**config.mk**
```make
export PLATFORM = sky130hd
export DESIGN_NAME = port_direction_edge_irq
export DESIGN_NICKNAME = d
export VERILOG_FILES = /design/src/hw/port_direction_edge_irq.v
export VERILOG_INCLUDE_DIRS = /design/src /design/src/hw
export SDC_FILE = /design/constraint.sdc
export NUM_CORES = 1
export LEC_CHECK = 0
export BUFFER_PORTS_ARGS = -buffer_cell sky130_fd_sc_hd__buf_2
export CORE_MARGIN = 2
export CORE_UTILIZATION = 35
export CTS_CLUSTER_DIAMETER = 80
export DETAILED_ROUTE_END_ITERATION = 12
export PLACE_DENSITY_LB_ADDON = 0.12
export SYNTH_ARGS = -nofsm -noshare
export SYNTH_HDL_FRONTEND = slang
export SYNTH_SLANG_ARGS = --single-unit
```
**constraint.sdc**
```tcl
create_clock -name I_CLK -period 2.7 [get_ports I_CLK]
set_input_delay 0.135 -clock I_CLK [delete_from_list [all_inputs] [get_ports I_CLK]]
set_output_delay 0.135 -clock I_CLK [all_outputs]
set_load 0.005 [all_outputs]
```
**src/hw/port_dir_edge_irq_defines.vh**
```
// Register indices, field layouts and reset values for the port block
`ifndef PORT_DIR_EDGE_IRQ_DEFINES_VH
`define PORT_DIR_EDGE_IRQ_DEFINES_VH

// ----------------------------------------------------------------
// Register indices (byte address is four times the index)
// ----------------------------------------------------------------
`define IDX_SERIAL_PORT_DATA 6'h18
`define IDX_SERIAL_PORT_INPUT_LEVEL 6'h19
`define IDX_SERIAL_PORT_DIRECTION 6'h1A
`define IDX_EDGE_IRQ_ENABLE_BITS 6'h1C
`define IDX_EDGE_POLARITY_SELECT 6'h1D
`define IDX_EDGE_FLAG_BITS 6'h1F

// ----------------------------------------------------------------
// Widths and reset values
// ----------------------------------------------------------------
`define SER_PINS 4
`define EDGE_PINS 8
`define RST_SERIAL_PORT_DATA 4'h0
`define RST_SERIAL_PORT_DIRECTION 4'h0
`define RST_EDGE_IRQ_ENABLE_BITS 8'h00
`define RST_EDGE_POLARITY_SELECT 8'h00
`define RST_EDGE_FLAG_BITS 8'h00

// ----------------------------------------------------------------
// AXI responses
// ----------------------------------------------------------------
`define RESP_OKAY 2'h0
`define RESP_SLVERR 2'h2

`endif

```
**src/hw/port_direction_edge_irq.v**
```verilog
// Serial port direction control and edge-interrupt port behind AXI4-Lite
// What this block does
// - Direction bit 1 output, 0 input, unclaimed pins
// - Enabled serial transmit forces its pin output
// - Enabled serial receive forces its pin input unless transmit also enabled
// - Disabled channel returns pin to direction bit
// - Readbacks may lag direction change three cycles
// - Enable bit 0 masks, 1 enables pin interrupt
// - Active edge on pin sets its flag
// - Polarity bit picks rising or falling edge
// - Writing one clears the edge flag
// - Writing zero leaves flag; zero means none pending
// - Interrupt while any enabled flag is set
//
// The implementer's own choice: the AXI4-Lite interface to the registers.
`timescale 1ns/1ps
`include "port_dir_edge_irq_defines.vh"

module port_direction_edge_irq #(
  parameter ADDR_W = 8
) (
  input wire I_CLK,
  input wire I_RST_N,
  // AXI4-Lite slave
  input wire [ADDR_W-1:0] I_AWADDR,
  input wire I_AWVALID,
  output wire O_AWREADY,
  input wire [31:0] I_WDATA,
  input wire [3:0] I_WSTRB,
  input wire I_WVALID,
  output wire O_WREADY,
  output wire [1:0] O_BRESP,
  output wire O_BVALID,
  input wire I_BREADY,
  input wire [ADDR_W-1:0] I_ARADDR,
  input wire I_ARVALID,
  output wire O_ARREADY,
  output wire [31:0] O_RDATA,
  output wire [1:0] O_RRESP,
  output wire O_RVALID,
  input wire I_RREADY,
  // Serial port pins and serial channel claims
  input wire [`SER_PINS-1:0] I_SER_PIN_IN,
  output wire [`SER_PINS-1:0] O_SER_PIN_OUT,
  output wire [`SER_PINS-1:0] O_SER_PIN_OE,
  input wire [`SER_PINS-1:0] I_SER_TX_EN,
  input wire [`SER_PINS-1:0] I_SER_TX_DATA,
  input wire [`SER_PINS-1:0] I_SER_RX_EN,
  // Edge interrupt pins
  input wire [`EDGE_PINS-1:0] I_EDGE_PIN_IN,
  output wire O_IRQ
);

  // ----------------------------------------------------------------
  // Registers
  // ----------------------------------------------------------------
  reg awready_reg;
  reg wready_reg;
  reg [5:0] waddr_reg;
  reg [31:0] wdata_reg;
  reg [3:0] wstrb_reg;
  reg bvalid_reg;
  reg [1:0] bresp_reg;
  reg arready_reg;
  reg rvalid_reg;
  reg [31:0] rdata_reg;
  reg [1:0] rresp_reg;

  reg [`SER_PINS-1:0] serial_port_data_reg;
  reg [`SER_PINS-1:0] serial_port_direction_reg;
  reg [`EDGE_PINS-1:0] edge_irq_enable_bits_reg;
  reg [`EDGE_PINS-1:0] edge_polarity_select_reg;
  reg [`EDGE_PINS-1:0] edge_flag_bits_reg;
  reg [`EDGE_PINS-1:0] edge_flag_bits_next;

  reg [`SER_PINS-1:0] ser_meta_reg;
  reg [`SER_PINS-1:0] ser_sync_reg;
  reg [`EDGE_PINS-1:0] edge_meta_reg;
  reg [`EDGE_PINS-1:0] edge_sync_reg;
  reg [`EDGE_PINS-1:0] edge_prev_reg;

  reg [`SER_PINS-1:0] pin_out_reg;
  reg [`SER_PINS-1:0] pin_oe_reg;
  reg [`SER_PINS-1:0] pin_oe_next;
  reg [`SER_PINS-1:0] pin_out_next;
  reg irq_reg;

  reg [31:0] rd_mux;
  reg rd_hit;
  reg wr_hit;

  wire aw_hs = I_AWVALID & awready_reg;
  wire w_hs = I_WVALID & wready_reg;
  // Write executes once address and data are both held and no answer pends
  wire do_write = ~awready_reg & ~wready_reg & ~bvalid_reg;
  wire wr_byte0 = do_write & wstrb_reg[0];
  // Per-register write selects, high in the cycle the write executes
  wire wr_sel_data = wr_byte0 & (waddr_reg == `IDX_SERIAL_PORT_DATA);
  wire wr_sel_dir = wr_byte0 & (waddr_reg == `IDX_SERIAL_PORT_DIRECTION);
  wire wr_sel_en = wr_byte0 & (waddr_reg == `IDX_EDGE_IRQ_ENABLE_BITS);
  wire wr_sel_pol = wr_byte0 & (waddr_reg == `IDX_EDGE_POLARITY_SELECT);
  wire wr_sel_flag = wr_byte0 & (waddr_reg == `IDX_EDGE_FLAG_BITS);
  wire ar_hs = I_ARVALID & arready_reg;
  wire [5:0] raddr_idx = I_ARADDR[7:2];
  wire [`EDGE_PINS-1:0] edge_rise = edge_sync_reg & ~edge_prev_reg;
  wire [`EDGE_PINS-1:0] edge_fall = ~edge_sync_reg & edge_prev_reg;
  wire [`EDGE_PINS-1:0] edge_event;
  wire [`EDGE_PINS-1:0] flag_clear;

  // ----------------------------------------------------------------
  // Per-pin edge select and flag update
  // ----------------------------------------------------------------
  genvar g;
  generate
    for (g = 0; g < `EDGE_PINS; g = g + 1) begin : edge_pin
      assign edge_event[g] = edge_polarity_select_reg[g] ? edge_rise[g] : edge_fall[g];
      assign flag_clear[g] = wr_sel_flag & wdata_reg[g];
      always @* begin
        // Set wins over a clear in the same cycle
        if (edge_event[g]) begin
          edge_flag_bits_next[g] = 1'b1;
        end else if (flag_clear[g]) begin
          edge_flag_bits_next[g] = 1'b0;
        end else begin
          edge_flag_bits_next[g] = edge_flag_bits_reg[g];
        end
      end
    end
  endgenerate

  // ----------------------------------------------------------------
  // Pin direction and drive
  // ----------------------------------------------------------------
  always @* begin
    // Transmit claim wins over receive on a shared pin
    pin_oe_next = (serial_port_direction_reg & ~I_SER_RX_EN) | I_SER_TX_EN;
    pin_out_next = (I_SER_TX_EN & I_SER_TX_DATA) | (~I_SER_TX_EN & serial_port_data_reg);
  end

  // ----------------------------------------------------------------
  // Read mux
  // ----------------------------------------------------------------
  always @* begin
    rd_mux = 32'h00000000;
    rd_hit = 1'b1;
    case (raddr_idx)
      `IDX_SERIAL_PORT_DATA: begin
        // Output pins read the latch, input pins the synchronized level
        rd_mux[`SER_PINS-1:0] = (pin_oe_reg & serial_port_data_reg) | (~pin_oe_reg & ser_sync_reg);
      end
      `IDX_SERIAL_PORT_INPUT_LEVEL: begin
        rd_mux[`SER_PINS-1:0] = ser_sync_reg;
      end
      `IDX_SERIAL_PORT_DIRECTION: begin
        rd_mux[`SER_PINS-1:0] = serial_port_direction_reg;
      end
      `IDX_EDGE_IRQ_ENABLE_BITS: begin
        rd_mux[`EDGE_PINS-1:0] = edge_irq_enable_bits_reg;
      end
      `IDX_EDGE_POLARITY_SELECT: begin
        rd_mux[`EDGE_PINS-1:0] = edge_polarity_select_reg;
      end
      `IDX_EDGE_FLAG_BITS: begin
        rd_mux[`EDGE_PINS-1:0] = edge_flag_bits_reg;
      end
      default: begin
        rd_hit = 1'b0;
      end
    endcase
  end

  always @* begin
    case (waddr_reg)
      `IDX_SERIAL_PORT_DATA: wr_hit = 1'b1;
      `IDX_SERIAL_PORT_INPUT_LEVEL: wr_hit = 1'b1;
      `IDX_SERIAL_PORT_DIRECTION: wr_hit = 1'b1;
      `IDX_EDGE_IRQ_ENABLE_BITS: wr_hit = 1'b1;
      `IDX_EDGE_POLARITY_SELECT: wr_hit = 1'b1;
      `IDX_EDGE_FLAG_BITS: wr_hit = 1'b1;
      default: wr_hit = 1'b0;
    endcase
  end

  // ----------------------------------------------------------------
  // AXI4-Lite write and read channels
  // ----------------------------------------------------------------
  always @(posedge I_CLK or negedge I_RST_N) begin
    if (!I_RST_N) begin
      awready_reg <= 1'b1;
      wready_reg <= 1'b1;
      waddr_reg <= 6'h00;
      wdata_reg <= 32'h00000000;
      wstrb_reg <= 4'h0;
      bvalid_reg <= 1'b0;
      bresp_reg <= `RESP_OKAY;
      arready_reg <= 1'b1;
      rvalid_reg <= 1'b0;
      rdata_reg <= 32'h00000000;
      rresp_reg <= `RESP_OKAY;
    end else begin
      if (aw_hs) begin
        awready_reg <= 1'b0;
        waddr_reg <= I_AWADDR[7:2];
      end
      if (w_hs) begin
        wready_reg <= 1'b0;
        wdata_reg <= I_WDATA;
        wstrb_reg <= I_WSTRB;
      end
      if (do_write) begin
        awready_reg <= 1'b1;
        wready_reg <= 1'b1;
        bvalid_reg <= 1'b1;
        bresp_reg <= wr_hit ? `RESP_OKAY : `RESP_SLVERR;
      end else if (bvalid_reg & I_BREADY) begin
        bvalid_reg <= 1'b0;
      end
      if (ar_hs) begin
        arready_reg <= 1'b0;
        rvalid_reg <= 1'b1;
        rdata_reg <= rd_mux;
        rresp_reg <= rd_hit ? `RESP_OKAY : `RESP_SLVERR;
      end else if (rvalid_reg & I_RREADY) begin
        rvalid_reg <= 1'b0;
        arready_reg <= 1'b1;
      end
    end
  end

  // ----------------------------------------------------------------
  // Control registers
  // ----------------------------------------------------------------
  always @(posedge I_CLK or negedge I_RST_N) begin
    if (!I_RST_N) begin
      serial_port_data_reg <= `RST_SERIAL_PORT_DATA;
      serial_port_direction_reg <= `RST_SERIAL_PORT_DIRECTION;
      edge_irq_enable_bits_reg <= `RST_EDGE_IRQ_ENABLE_BITS;
      edge_polarity_select_reg <= `RST_EDGE_POLARITY_SELECT;
    end else begin
      if (wr_sel_data) begin
        serial_port_data_reg <= wdata_reg[`SER_PINS-1:0];
      end
      if (wr_sel_dir) begin
        serial_port_direction_reg <= wdata_reg[`SER_PINS-1:0];
      end
      if (wr_sel_en) begin
        edge_irq_enable_bits_reg <= wdata_reg[`EDGE_PINS-1:0];
      end
      if (wr_sel_pol) begin
        edge_polarity_select_reg <= wdata_reg[`EDGE_PINS-1:0];
      end
    end
  end

  // ----------------------------------------------------------------
  // Pin synchronizers
  // ----------------------------------------------------------------
  // The first stage is never read; it may still be settling
  always @(posedge I_CLK or negedge I_RST_N) begin
    if (!I_RST_N) begin
      ser_meta_reg <= 4'h0;
      ser_sync_reg <= 4'h0;
      edge_meta_reg <= 8'h00;
      edge_sync_reg <= 8'h00;
      edge_prev_reg <= 8'h00;
    end else begin
      ser_meta_reg <= I_SER_PIN_IN;
      ser_sync_reg <= ser_meta_reg;
      edge_meta_reg <= I_EDGE_PIN_IN;
      edge_sync_reg <= edge_meta_reg;
      edge_prev_reg <= edge_sync_reg;
    end
  end

  // ----------------------------------------------------------------
  // Flags, pin drive and interrupt
  // ----------------------------------------------------------------
  always @(posedge I_CLK or negedge I_RST_N) begin
    if (!I_RST_N) begin
      edge_flag_bits_reg <= `RST_EDGE_FLAG_BITS;
      pin_out_reg <= 4'h0;
      pin_oe_reg <= 4'h0;
      irq_reg <= 1'b0;
    end else begin
      edge_flag_bits_reg <= edge_flag_bits_next;
      pin_out_reg <= pin_out_next;
      pin_oe_reg <= pin_oe_next;
      // Next flag value, so the request rises together with its flag
      irq_reg <= |(edge_flag_bits_next & edge_irq_enable_bits_reg);
    end
  end

  assign O_AWREADY = awready_reg;
  assign O_WREADY = wready_reg;
  assign O_BVALID = bvalid_reg;
  assign O_BRESP = bresp_reg;
  assign O_ARREADY = arready_reg;
  assign O_RVALID = rvalid_reg;
  assign O_RDATA = rdata_reg;
  assign O_RRESP = rresp_reg;
  assign O_SER_PIN_OUT = pin_out_reg;
  assign O_SER_PIN_OE = pin_oe_reg;
  assign O_IRQ = irq_reg;

endmodule

```
### Word level (Yosys, flattened, before mapping)

Cells that the tools add are included.

| operators by class | value |
|---|---|
| multiplexer cells | 40 |
| reduce and logical (&&, ||, !) cells | 7 |
| equality and inequality tests | 12 |
| bitwise gates (word level) | 40 |

Operators with widths:

| cell | number |
|---|---|
| $eq A6 B5 Y1 const B | 12 |
| $mux W1 | 36 |
| $and A8 B8 Y8 | 3 |
| $pmux W4 S6 | 1 |
| $and A1 B1 Y1 | 21 |
| $and A4 B4 Y4 | 5 |
| $not A8 Y8 | 2 |
| $not A4 Y4 | 3 |
| $or A4 B4 Y4 | 3 |
| $pmux W4 S3 | 1 |
| $reduce_or A6 Y1 | 2 |
| $reduce_bool A2 Y1 | 4 |
| $reduce_or A8 Y1 | 1 |
| $mux W2 | 2 |
| $not A1 Y1 | 3 |

| storage, ports and cells | value |
|---|---|
| input port bits | 83 |
| flip-flop bits (word level) | 105 |

### Logic depth before layout (Yosys ltp)

Gate-level depths: netlist of the first run.

| logic depth | value |
|---|---|
| depth in word-level cells | 10 |
| mapped depth | 6 |
| depth with buffers taken out | 5 |

### Worst setup path before layout of the first run

No wires, ideal clock.

| path | value |
|---|---|
| path kind | flip-flop to flip-flop |
| start point | reg awready_reg, in the netlist O_AWREADY |
| end point | reg irq_reg, in the netlist O_IRQ |
| period minus slack after synthesis | 2004 ps |
| stages on the path, launching flop included | 7 |
| library setup time | 133 ps |
| path slack | 696 ps |
| arrival time | 1871 ps |
| required time | 2567 ps |
| cells stage by stage | dfstp_2 -> or4b_4 -> buf_6 -> nor3_4 -> o2111ai_2 -> a222oi_1 -> nand3_1 |

| on the way | value |
|---|---|
| longest elaborated chain between the ends | 10 |

Ends and longest elaborated chain:

| item | RTL line | RTL |
|---|---|---|
| start, declared | port_direction_edge_irq.v:57 | `reg awready_reg;` |
| start signal, assigned | port_direction_edge_irq.v:189 | `awready_reg <= 1'b1;` |
| start signal, assigned | port_direction_edge_irq.v:202 | `awready_reg <= 1'b0;` |
| start signal, assigned | port_direction_edge_irq.v:211 | `awready_reg <= 1'b1;` |
| $not A1 Y1 | port_direction_edge_irq.v:95 | `wire do_write = ~awready_reg & ~wready_reg & ~bvalid_reg;` |
| $and A1 B1 Y1 (2 in series) | port_direction_edge_irq.v:95 |  |
| $and A1 B1 Y1 | port_direction_edge_irq.v:96 | `wire wr_byte0 = do_write & wstrb_reg[0];` |
| $and A1 B1 Y1 | port_direction_edge_irq.v:102 | `` wire wr_sel_flag = wr_byte0 & (waddr_reg == `IDX_EDGE_FLAG_BITS); `` |
| $and A1 B1 Y1 | port_direction_edge_irq.v:117 | `assign flag_clear[g] = wr_sel_flag & wdata_reg[g];` |
| $mux W1 | port_direction_edge_irq.v:122 | `end else if (flag_clear[g]) begin` |
| $mux W1 | port_direction_edge_irq.v:120 | `if (edge_event[g]) begin` |
| net edge_flag_bits_next[6] | port_direction_edge_irq.v:74 | `` reg [`EDGE_PINS-1:0] edge_flag_bits_next; `` |
| $and A8 B8 Y8 | port_direction_edge_irq.v:289 | `irq_reg <= \|(edge_flag_bits_next & edge_irq_enable_bits_reg);` |
| $reduce_or A8 Y1 | port_direction_edge_irq.v:289 |  |
| end signal, assigned | port_direction_edge_irq.v:289 |  |
| end, declared | port_direction_edge_irq.v:86 | `reg irq_reg;` |

The timed path passes the listed nets, and every way through them passes these cells.
A chain may end at the register's enable or synchronous reset.

### Worst setup path in the final report of the first run

| path | value |
|---|---|
| start point | reg awready_reg, in the netlist O_AWREADY |
| end point | reg serial_port_data_reg[2] |

| on the way | value |
|---|---|
| longest elaborated chain between the ends | 5 |

Ends and longest elaborated chain:

| item | RTL line | RTL |
|---|---|---|
| $not A1 Y1 | port_direction_edge_irq.v:95 |  |
| $and A1 B1 Y1 (2 in series) | port_direction_edge_irq.v:95 |  |
| $and A1 B1 Y1 | port_direction_edge_irq.v:96 |  |
| $and A1 B1 Y1 | port_direction_edge_irq.v:98 | `` wire wr_sel_data = wr_byte0 & (waddr_reg == `IDX_SERIAL_PORT_DATA); `` |
| end signal, assigned | port_direction_edge_irq.v:235 | `` serial_port_data_reg <= `RST_SERIAL_PORT_DATA; `` |
| end signal, assigned | port_direction_edge_irq.v:241 | `` serial_port_data_reg <= wdata_reg[`SER_PINS-1:0]; `` |
| end, declared | port_direction_edge_irq.v:69 | `` reg [`SER_PINS-1:0] serial_port_data_reg; `` |

No other way between the ends.

==> results of run 1 <==
-- timing repair --
action | 4_1_cts | 5_1_grt
resized for setup | 0 | 0
hold buffers | 22 | 0
endpoints found under the hold margin | 69 | 0
setup endpoints to repair | 0 | 0
-- per-layer routing --
metal	global-route usage	part of all wire	vias up
met3	0.0235	0.046	17
met4	0.0851	0.027	0
met1	0.194	0.47	1418
met2	0.225	0.46	93
li1	-	-	1393
met5	0	0	-
-- through the flow --
| stage | power, W | std cells | worst slack [ns] |
|---|---|---|---|
| after floorplan | 0.00290 | 373 | 0.696 |
| after global placement | 0.00324 | 587 | 0.563 |
| after detailed placement | 0.00327 | 587 | 0.541 |
| after CTS | 0.00480 | 625 | 0.525 |
| after global routing | 0.00501 | 625 | 0.366 |
| final | 0.00473 | 625 | 0.528 |
-- cell families after synthesis --
| logic type | Yosys count | synth area share |
|---|---|---|
| buf+inv | 49 | 0.0668 |
| compound gates | 61 | 0.0967 |
| xor+xnor | 2 | 0.00403 |
| other cells | 1 | 0.000863 |
| simple gates | 80 | 0.107 |
| mux | 52 | 0.131 |
| flops | 103 | 0.594 |
-- critical path, delay by kind of cell (launching register included) --
kind | cells | cell delay (ns)
flops | 1 | 0.39
mux | 1 | 0.36
simple gates | 3 | 1.31
-- layout make-up --
cell class,instances,area (um^2)
Fill cell,1133,6650
Sequential cell,103,2580
Multi-Input combinational cell,221,1570
Timing Repair Buffer,101,641
Clock buffer,11,243
Tap cell,168,210
Clock inverter,5,105
Inverter,16,60.1
-- cells in the mapped netlist (all sizes together) (2+ instances only) --
| library cell | n |
|---|---|
| nor2 | 11 |
| mux2i | 12 |
| o21ai | 18 |
| inv | 15 |
| clkbuf | 4 |
| xor2 | 2 |
| o211ai | 5 |
| a21oi | 9 |
| and2 | 4 |
| nor4 | 3 |
| or3b | 3 |
| dfrtp | 100 |
| nand3 | 6 |
| and3 | 3 |
| o22ai | 2 |
| nand3b | 6 |
| a22o | 4 |
| o41ai | 3 |
| nor3 | 2 |
| mux2 | 40 |
| nand2 | 32 |
| dfstp | 3 |
| buf | 29 |
| nand2b | 4 |
| a21o | 9 |
-- worst min path at each step --
stage | from | end | slack (ns) | depth (start not counted)
floorplan | I_RST_N | O_BRESP[1]$_DFFE_PN0P_ | -0.16 | 0
global placement | I_RST_N | edge_meta_reg[6]$_DFF_PN0_ | 0.22 | 1
detailed placement | I_RST_N | edge_meta_reg[6]$_DFF_PN0_ | 0.22 | 1
CTS | I_WDATA[3] | wdata_reg[3]$_DFFE_PN0P_ | 0.004 | 2
global route | I_WDATA[1] | wdata_reg[1]$_DFFE_PN0P_ | 0.01 | 2
finish | I_WDATA[3] | wdata_reg[3]$_DFFE_PN0P_ | 0.02 | 2
-- power by group through the flow --
stage	Combinational, W	Sequential (W)	Clock (W)
after floorplan	0.000709	0.00219	0
after global placement	0.000934	0.00231	0
after detailed placement	0.000952	0.00232	0
after CTS	0.000979	0.00229	0.00153
after global routing	0.00108	0.00234	0.00159
final	0.000959	0.00228	0.00149
==> impl_metrics.tcl, run 1 <==
set metrics [dict create \
    status "complete, no violations" \
    power.share.clock 0.316 \
    post-route-min-period_ns 2.17 \
    whs_ns 0.0165 \
    maxCapViolCount 0 \
    r2r-start "O_AWREADY$_DFFE_PN1P_" \
    setup_viol 0 \
    drv_slew 0 \
    p_sw_frac 0.286 \
    clk_pin_slew_ns 0.07 \
    cts_tree "built" \
    slowest_delay_ns 0.63 \
    comb_power_share 0.203 \
    ctsHtreeMaxLevel 3 \
    portBuffers 75 \
    hold_viol_final 0 \
    core_area_mm2 0.0121 \
    cp_max_fo 7 \
    die-area_mm2 0.0133 \
    slew_headroom 0.554 \
    wire_per_inst_um 14.4 \
    synth_edf_count 0 \
    slowest_stage "or4b_4" \
    power_density_mw_per_mm2 875 \
    ff2ff_setup_slack_ns 0.53 \
    syn_avg_cell_area_um2 12.5 \
    synth_area_leader_cell "dfrtp_1" \
    ff2ff_path_depth 4 \
    yosys_warnings 0 \
    synth_top_area_share 0.576 \
    post_cts_buffers 0 \
    tightest_slew_ns 0.668 \
    synthArstFlopShare 1.00 \
    viasPerCell 4.67 \
    grt_pass1_wl_um 14700 \
    io_pins 133 \
    clock_sinks 103 \
    grt_max_degree 55 \
    syn_inst 348 \
    clock_latency_ns 0.35 \
    num_vias 2921 \
    gp_congestion 0.768 \
    drt_pass1_iterations 5 \
    final_util 0.448 \
    p_int_w 0.00338 \
    synth_area_leaders "dfrtp_1, mux2_2, buf_4" \
    ir_drop_v 0.000396 \
    worst_clock_skew_ns 0.00558 \
    cp_cell_sequence "or4b_4, nor4_1, and2b_1, mux2_2" \
    start_util 0.360 \
    path_class "flop to flop" \
    dieHeight_um 115 \
    drc_errors 0 \
    nets 535 \
    die_x_um 115 \
    max_freq_mhz 460 \
    hpwl_um 6410 \
    crit_required_ns 2.93 \
    place_area_mm2 0.00484 \
    post-route-cell-area_mm2 0.00541 \
    p_leak_nw 2.57 \
    fin_tns_setup_ns 0 \
    startpoint "O_AWREADY$_DFFE_PN1P_" \
    std_cell_rows 40 \
    drive_gt1_frac 0.309 \
    start_kind "flop" \
    min_path_type "input port to flop" \
    area_delta_synth_final_pct 24.4 \
    rsz0062_at_grt "no" \
    crit_arrival_ns 2.40 \
    overflow 0 \
    antenna_found_initial 0 \
    p_seq_frac 0.482 \
    final_common_cell "dfrtp_1" \
    antenna_cells 0 \
    synth_ff_type "dfrtp_1" \
    drt_iter0_drc 141 \
    grt_usage 0.145 \
    final_cell_mix "dfrtp_1, buf_2, mux2_2" \
    seq_area_frac_synth 0.594 \
    drt_wl_total_um 9030 \
    cts.path.max_buffers 2 \
    r2r-end "serial_port_data_reg[2]$_DFFE_PN0P_" \
    synth_area_mm2 0.00435 \
    end_kind "flop" \
    switchingPower_w 0.00135 \
    grt_pass1_vias 2963 \
    cts_made_buffers 9 \
    crit_path_end "serial_port_data_reg[2]$_DFFE_PN0P_" \
    timing.final.crit_share 0.804 \
    yosysUniqueCellTypes 50 \
    cts-root-buf "clkbuf_16" \
    ys_ff_latch 103 \
    ant_nets 0 \
]
Note: power is estimated with default switching activity, not from simulation.
==> run 2, diff against run 1 <==
==> constraint.sdc (replaced) <==
create_clock -name I_CLK -period 2.1 [get_ports I_CLK]
set_input_delay 0.105 -clock I_CLK [delete_from_list [all_inputs] [get_ports I_CLK]]
set_output_delay 0.105 -clock I_CLK [all_outputs]
set_load 0.005 [all_outputs]
==> impl_metrics.tcl, run 2 (synthesis results as in run 1) <==
set metrics [dict create \
    status "complete, no violations" \
    r2r-end "edge_polarity_select_reg[3]$_DFFE_PN0P_" \
    hpwl_um 6500 \
    worst_clock_skew_ns 0.00632 \
    antenna_cells 0 \
    rsz0062_at_grt "yes" \
    clock_latency_ns 0.34 \
    cts_tree "built" \
    max_freq_mhz 488 \
    crit_cells 5 \
    drt_wl_total_um 9340 \
    die_x_um 115 \
    setup_viol 0 \
    drt_iter0_drc 235 \
    ir_drop_v 0.000513 \
    nets 565 \
    start_kind "flop" \
    clk_pin_slew_ns 0.07 \
    drv_slew 0 \
    cts.path.max_buffers 2 \
    slew_headroom 0.645 \
    start_util 0.360 \
    place_area_mm2 0.00494 \
    r2r-start "O_WREADY$_DFFE_PN1P_" \
    hold_end "O_SER_PIN_OE[1]$_DFF_PN0_" \
    slowest_stage "or4b_4" \
    drt_pass1_iterations 4 \
    io_pins 133 \
    final_cell_mix "dfrtp_1, buf_2, dlygate4sd3_1" \
    timing.final.crit_share 0.976 \
    power_density_mw_per_mm2 1060 \
    post-route-min-period_ns 2.05 \
    num_vias 2976 \
    final_common_cell "dfrtp_1" \
    wire_per_inst_um 14.3 \
    cp_max_fo 8 \
    path_buf_inv 2 \
    fin_ws_ns 0.0510 \
    critPathTopFamily "simple AND/OR/NAND/NOR gates" \
    crit_required_ns 2.33 \
    grt_pass1_wl_um 15500 \
    maxCapViolCount 0 \
    crit_arrival_ns 2.28 \
    hold_viol_final 0 \
    fin_tns_setup_ns 0 \
    slowest_delay_ns 0.61 \
    overflow 0 \
    min_path_type "input port to flop" \
    grtUsageMet2 0.251 \
    ctsHtreeMaxLevel 3 \
    path_class "flop to flop" \
    tightest_slew_ns 0.531 \
    hold_path.startpoint "I_SER_RX_EN[1]" \
    core_area_mm2 0.0121 \
    ant_nets 0 \
    min_path_cells 3 \
    drive_gt1_frac 0.322 \
    cts-root-buf "clkbuf_16" \
    antenna_found_initial 0 \
    ff2ff_setup_slack_ns 0.05 \
    area_delta_synth_final_pct 31.1 \
    viasPerCell 4.54 \
    cts_made_buffers 9 \
    drc_errors 0 \
    clock_sinks 103 \
    std_cell_rows 40 \
    grt_max_degree 45 \
    p_leak_nw 2.71 \
    grt_util_met3 0.0220 \
    post-route-cell-area_mm2 0.00570 \
    grt_use_met1 0.202 \
    dieHeight_um 115 \
    cp_cell_sequence "or4b_4, buf_4, nor4_4, buf_12, mux2_2" \
    portBuffers 75 \
    final_util 0.473 \
    busiest_layer "met2" \
    end_kind "flop" \
    ff2ff_path_depth 5 \
    gp_congestion 0.799 \
    grt_pass1_vias 3095 \
    power_w 0.00601 \
    grt_usage 0.152 \
    die-area_mm2 0.0133 \
    post-place-ws_ns -0.0250 \
]
==> run 2: changes by cell type in the layout (fill, tap and decap cells not counted), sizes merged <==
| cell | delta |
|---|---|
| buf | +10 |
| bufinv | -2 |
| clkbuf | -1 |
| clkinv | +2 |
| clkinvlp | +1 |
| dlygate4sd3 | +20 |
==> run 2: layout make-up <==
class,instances,area (um^2)
fill,1097,6360
sequential,103,2580
multi-input combinational,221,1600
timing repair buffer,131,941
clock buffer,10,239
tap,168,210
clock inverter,6,70.1
inverter,16,60.1
==> run 2: tightest hold or removal path: stages <==
cell    delay (ns)
buf_2         0.09
inv_1         0.04
a21o_1        0.10
==> run 2: power breakdown <==
group / internal [W] / switching [W] / total [W]
Combinational: 0.000765 / 0.000645 / 0.00141
Clock: 0.000960 / 0.000738 / 0.00170
Sequential: 0.00248 / 0.000429 / 0.00291
Total: 0.00420 / 0.00181 / 0.00601
==> run 2: through the flow <==
step / hold WS [ns] / instances
after detailed placement: 0.135 / 597
after global routing: 0.0436 / 655
after floorplan: -0.191 / 373
after global placement: 0.125 / 597
final: 0.0257 / 655
after CTS: 0.0117 / 655
==> run 2: what timing repair did <==
action | CTS | global route
cloned | 0 | 0
buffers inserted | 0 | 0
resized for setup | 1 | 4
hold endpoints to repair | 77 | 0
setup endpoints to repair | 4 | 8
hold buffers | 42 | 0
pin swaps | 0 | 3
==> run 2: worst max-delay path by stage <==
stage / endpoint / from
2_1_floorplan: O_IRQ$_DFF_PN0_ / O_AWREADY$_DFFE_PN1P_
3_3_place_gp: serial_port_data_reg[1]$_DFFE_PN0P_ / O_AWREADY$_DFFE_PN1P_
3_5_place_dp: serial_port_data_reg[2]$_DFFE_PN0P_ / O_AWREADY$_DFFE_PN1P_
4_1_cts: O_IRQ$_DFF_PN0_ / O_AWREADY$_DFFE_PN1P_
5_1_grt: O_IRQ$_DFF_PN0_ / O_WREADY$_DFFE_PN1P_
6_report: edge_polarity_select_reg[3]$_DFFE_PN0P_ / O_WREADY$_DFFE_PN1P_
==> run 2: routing by layer <==
layer,share of wire,vias up
met3,0.040,11
li1,-,1444
met2,0.47,84
met4,0.017,0
met5,0,-
met1,0.47,1437
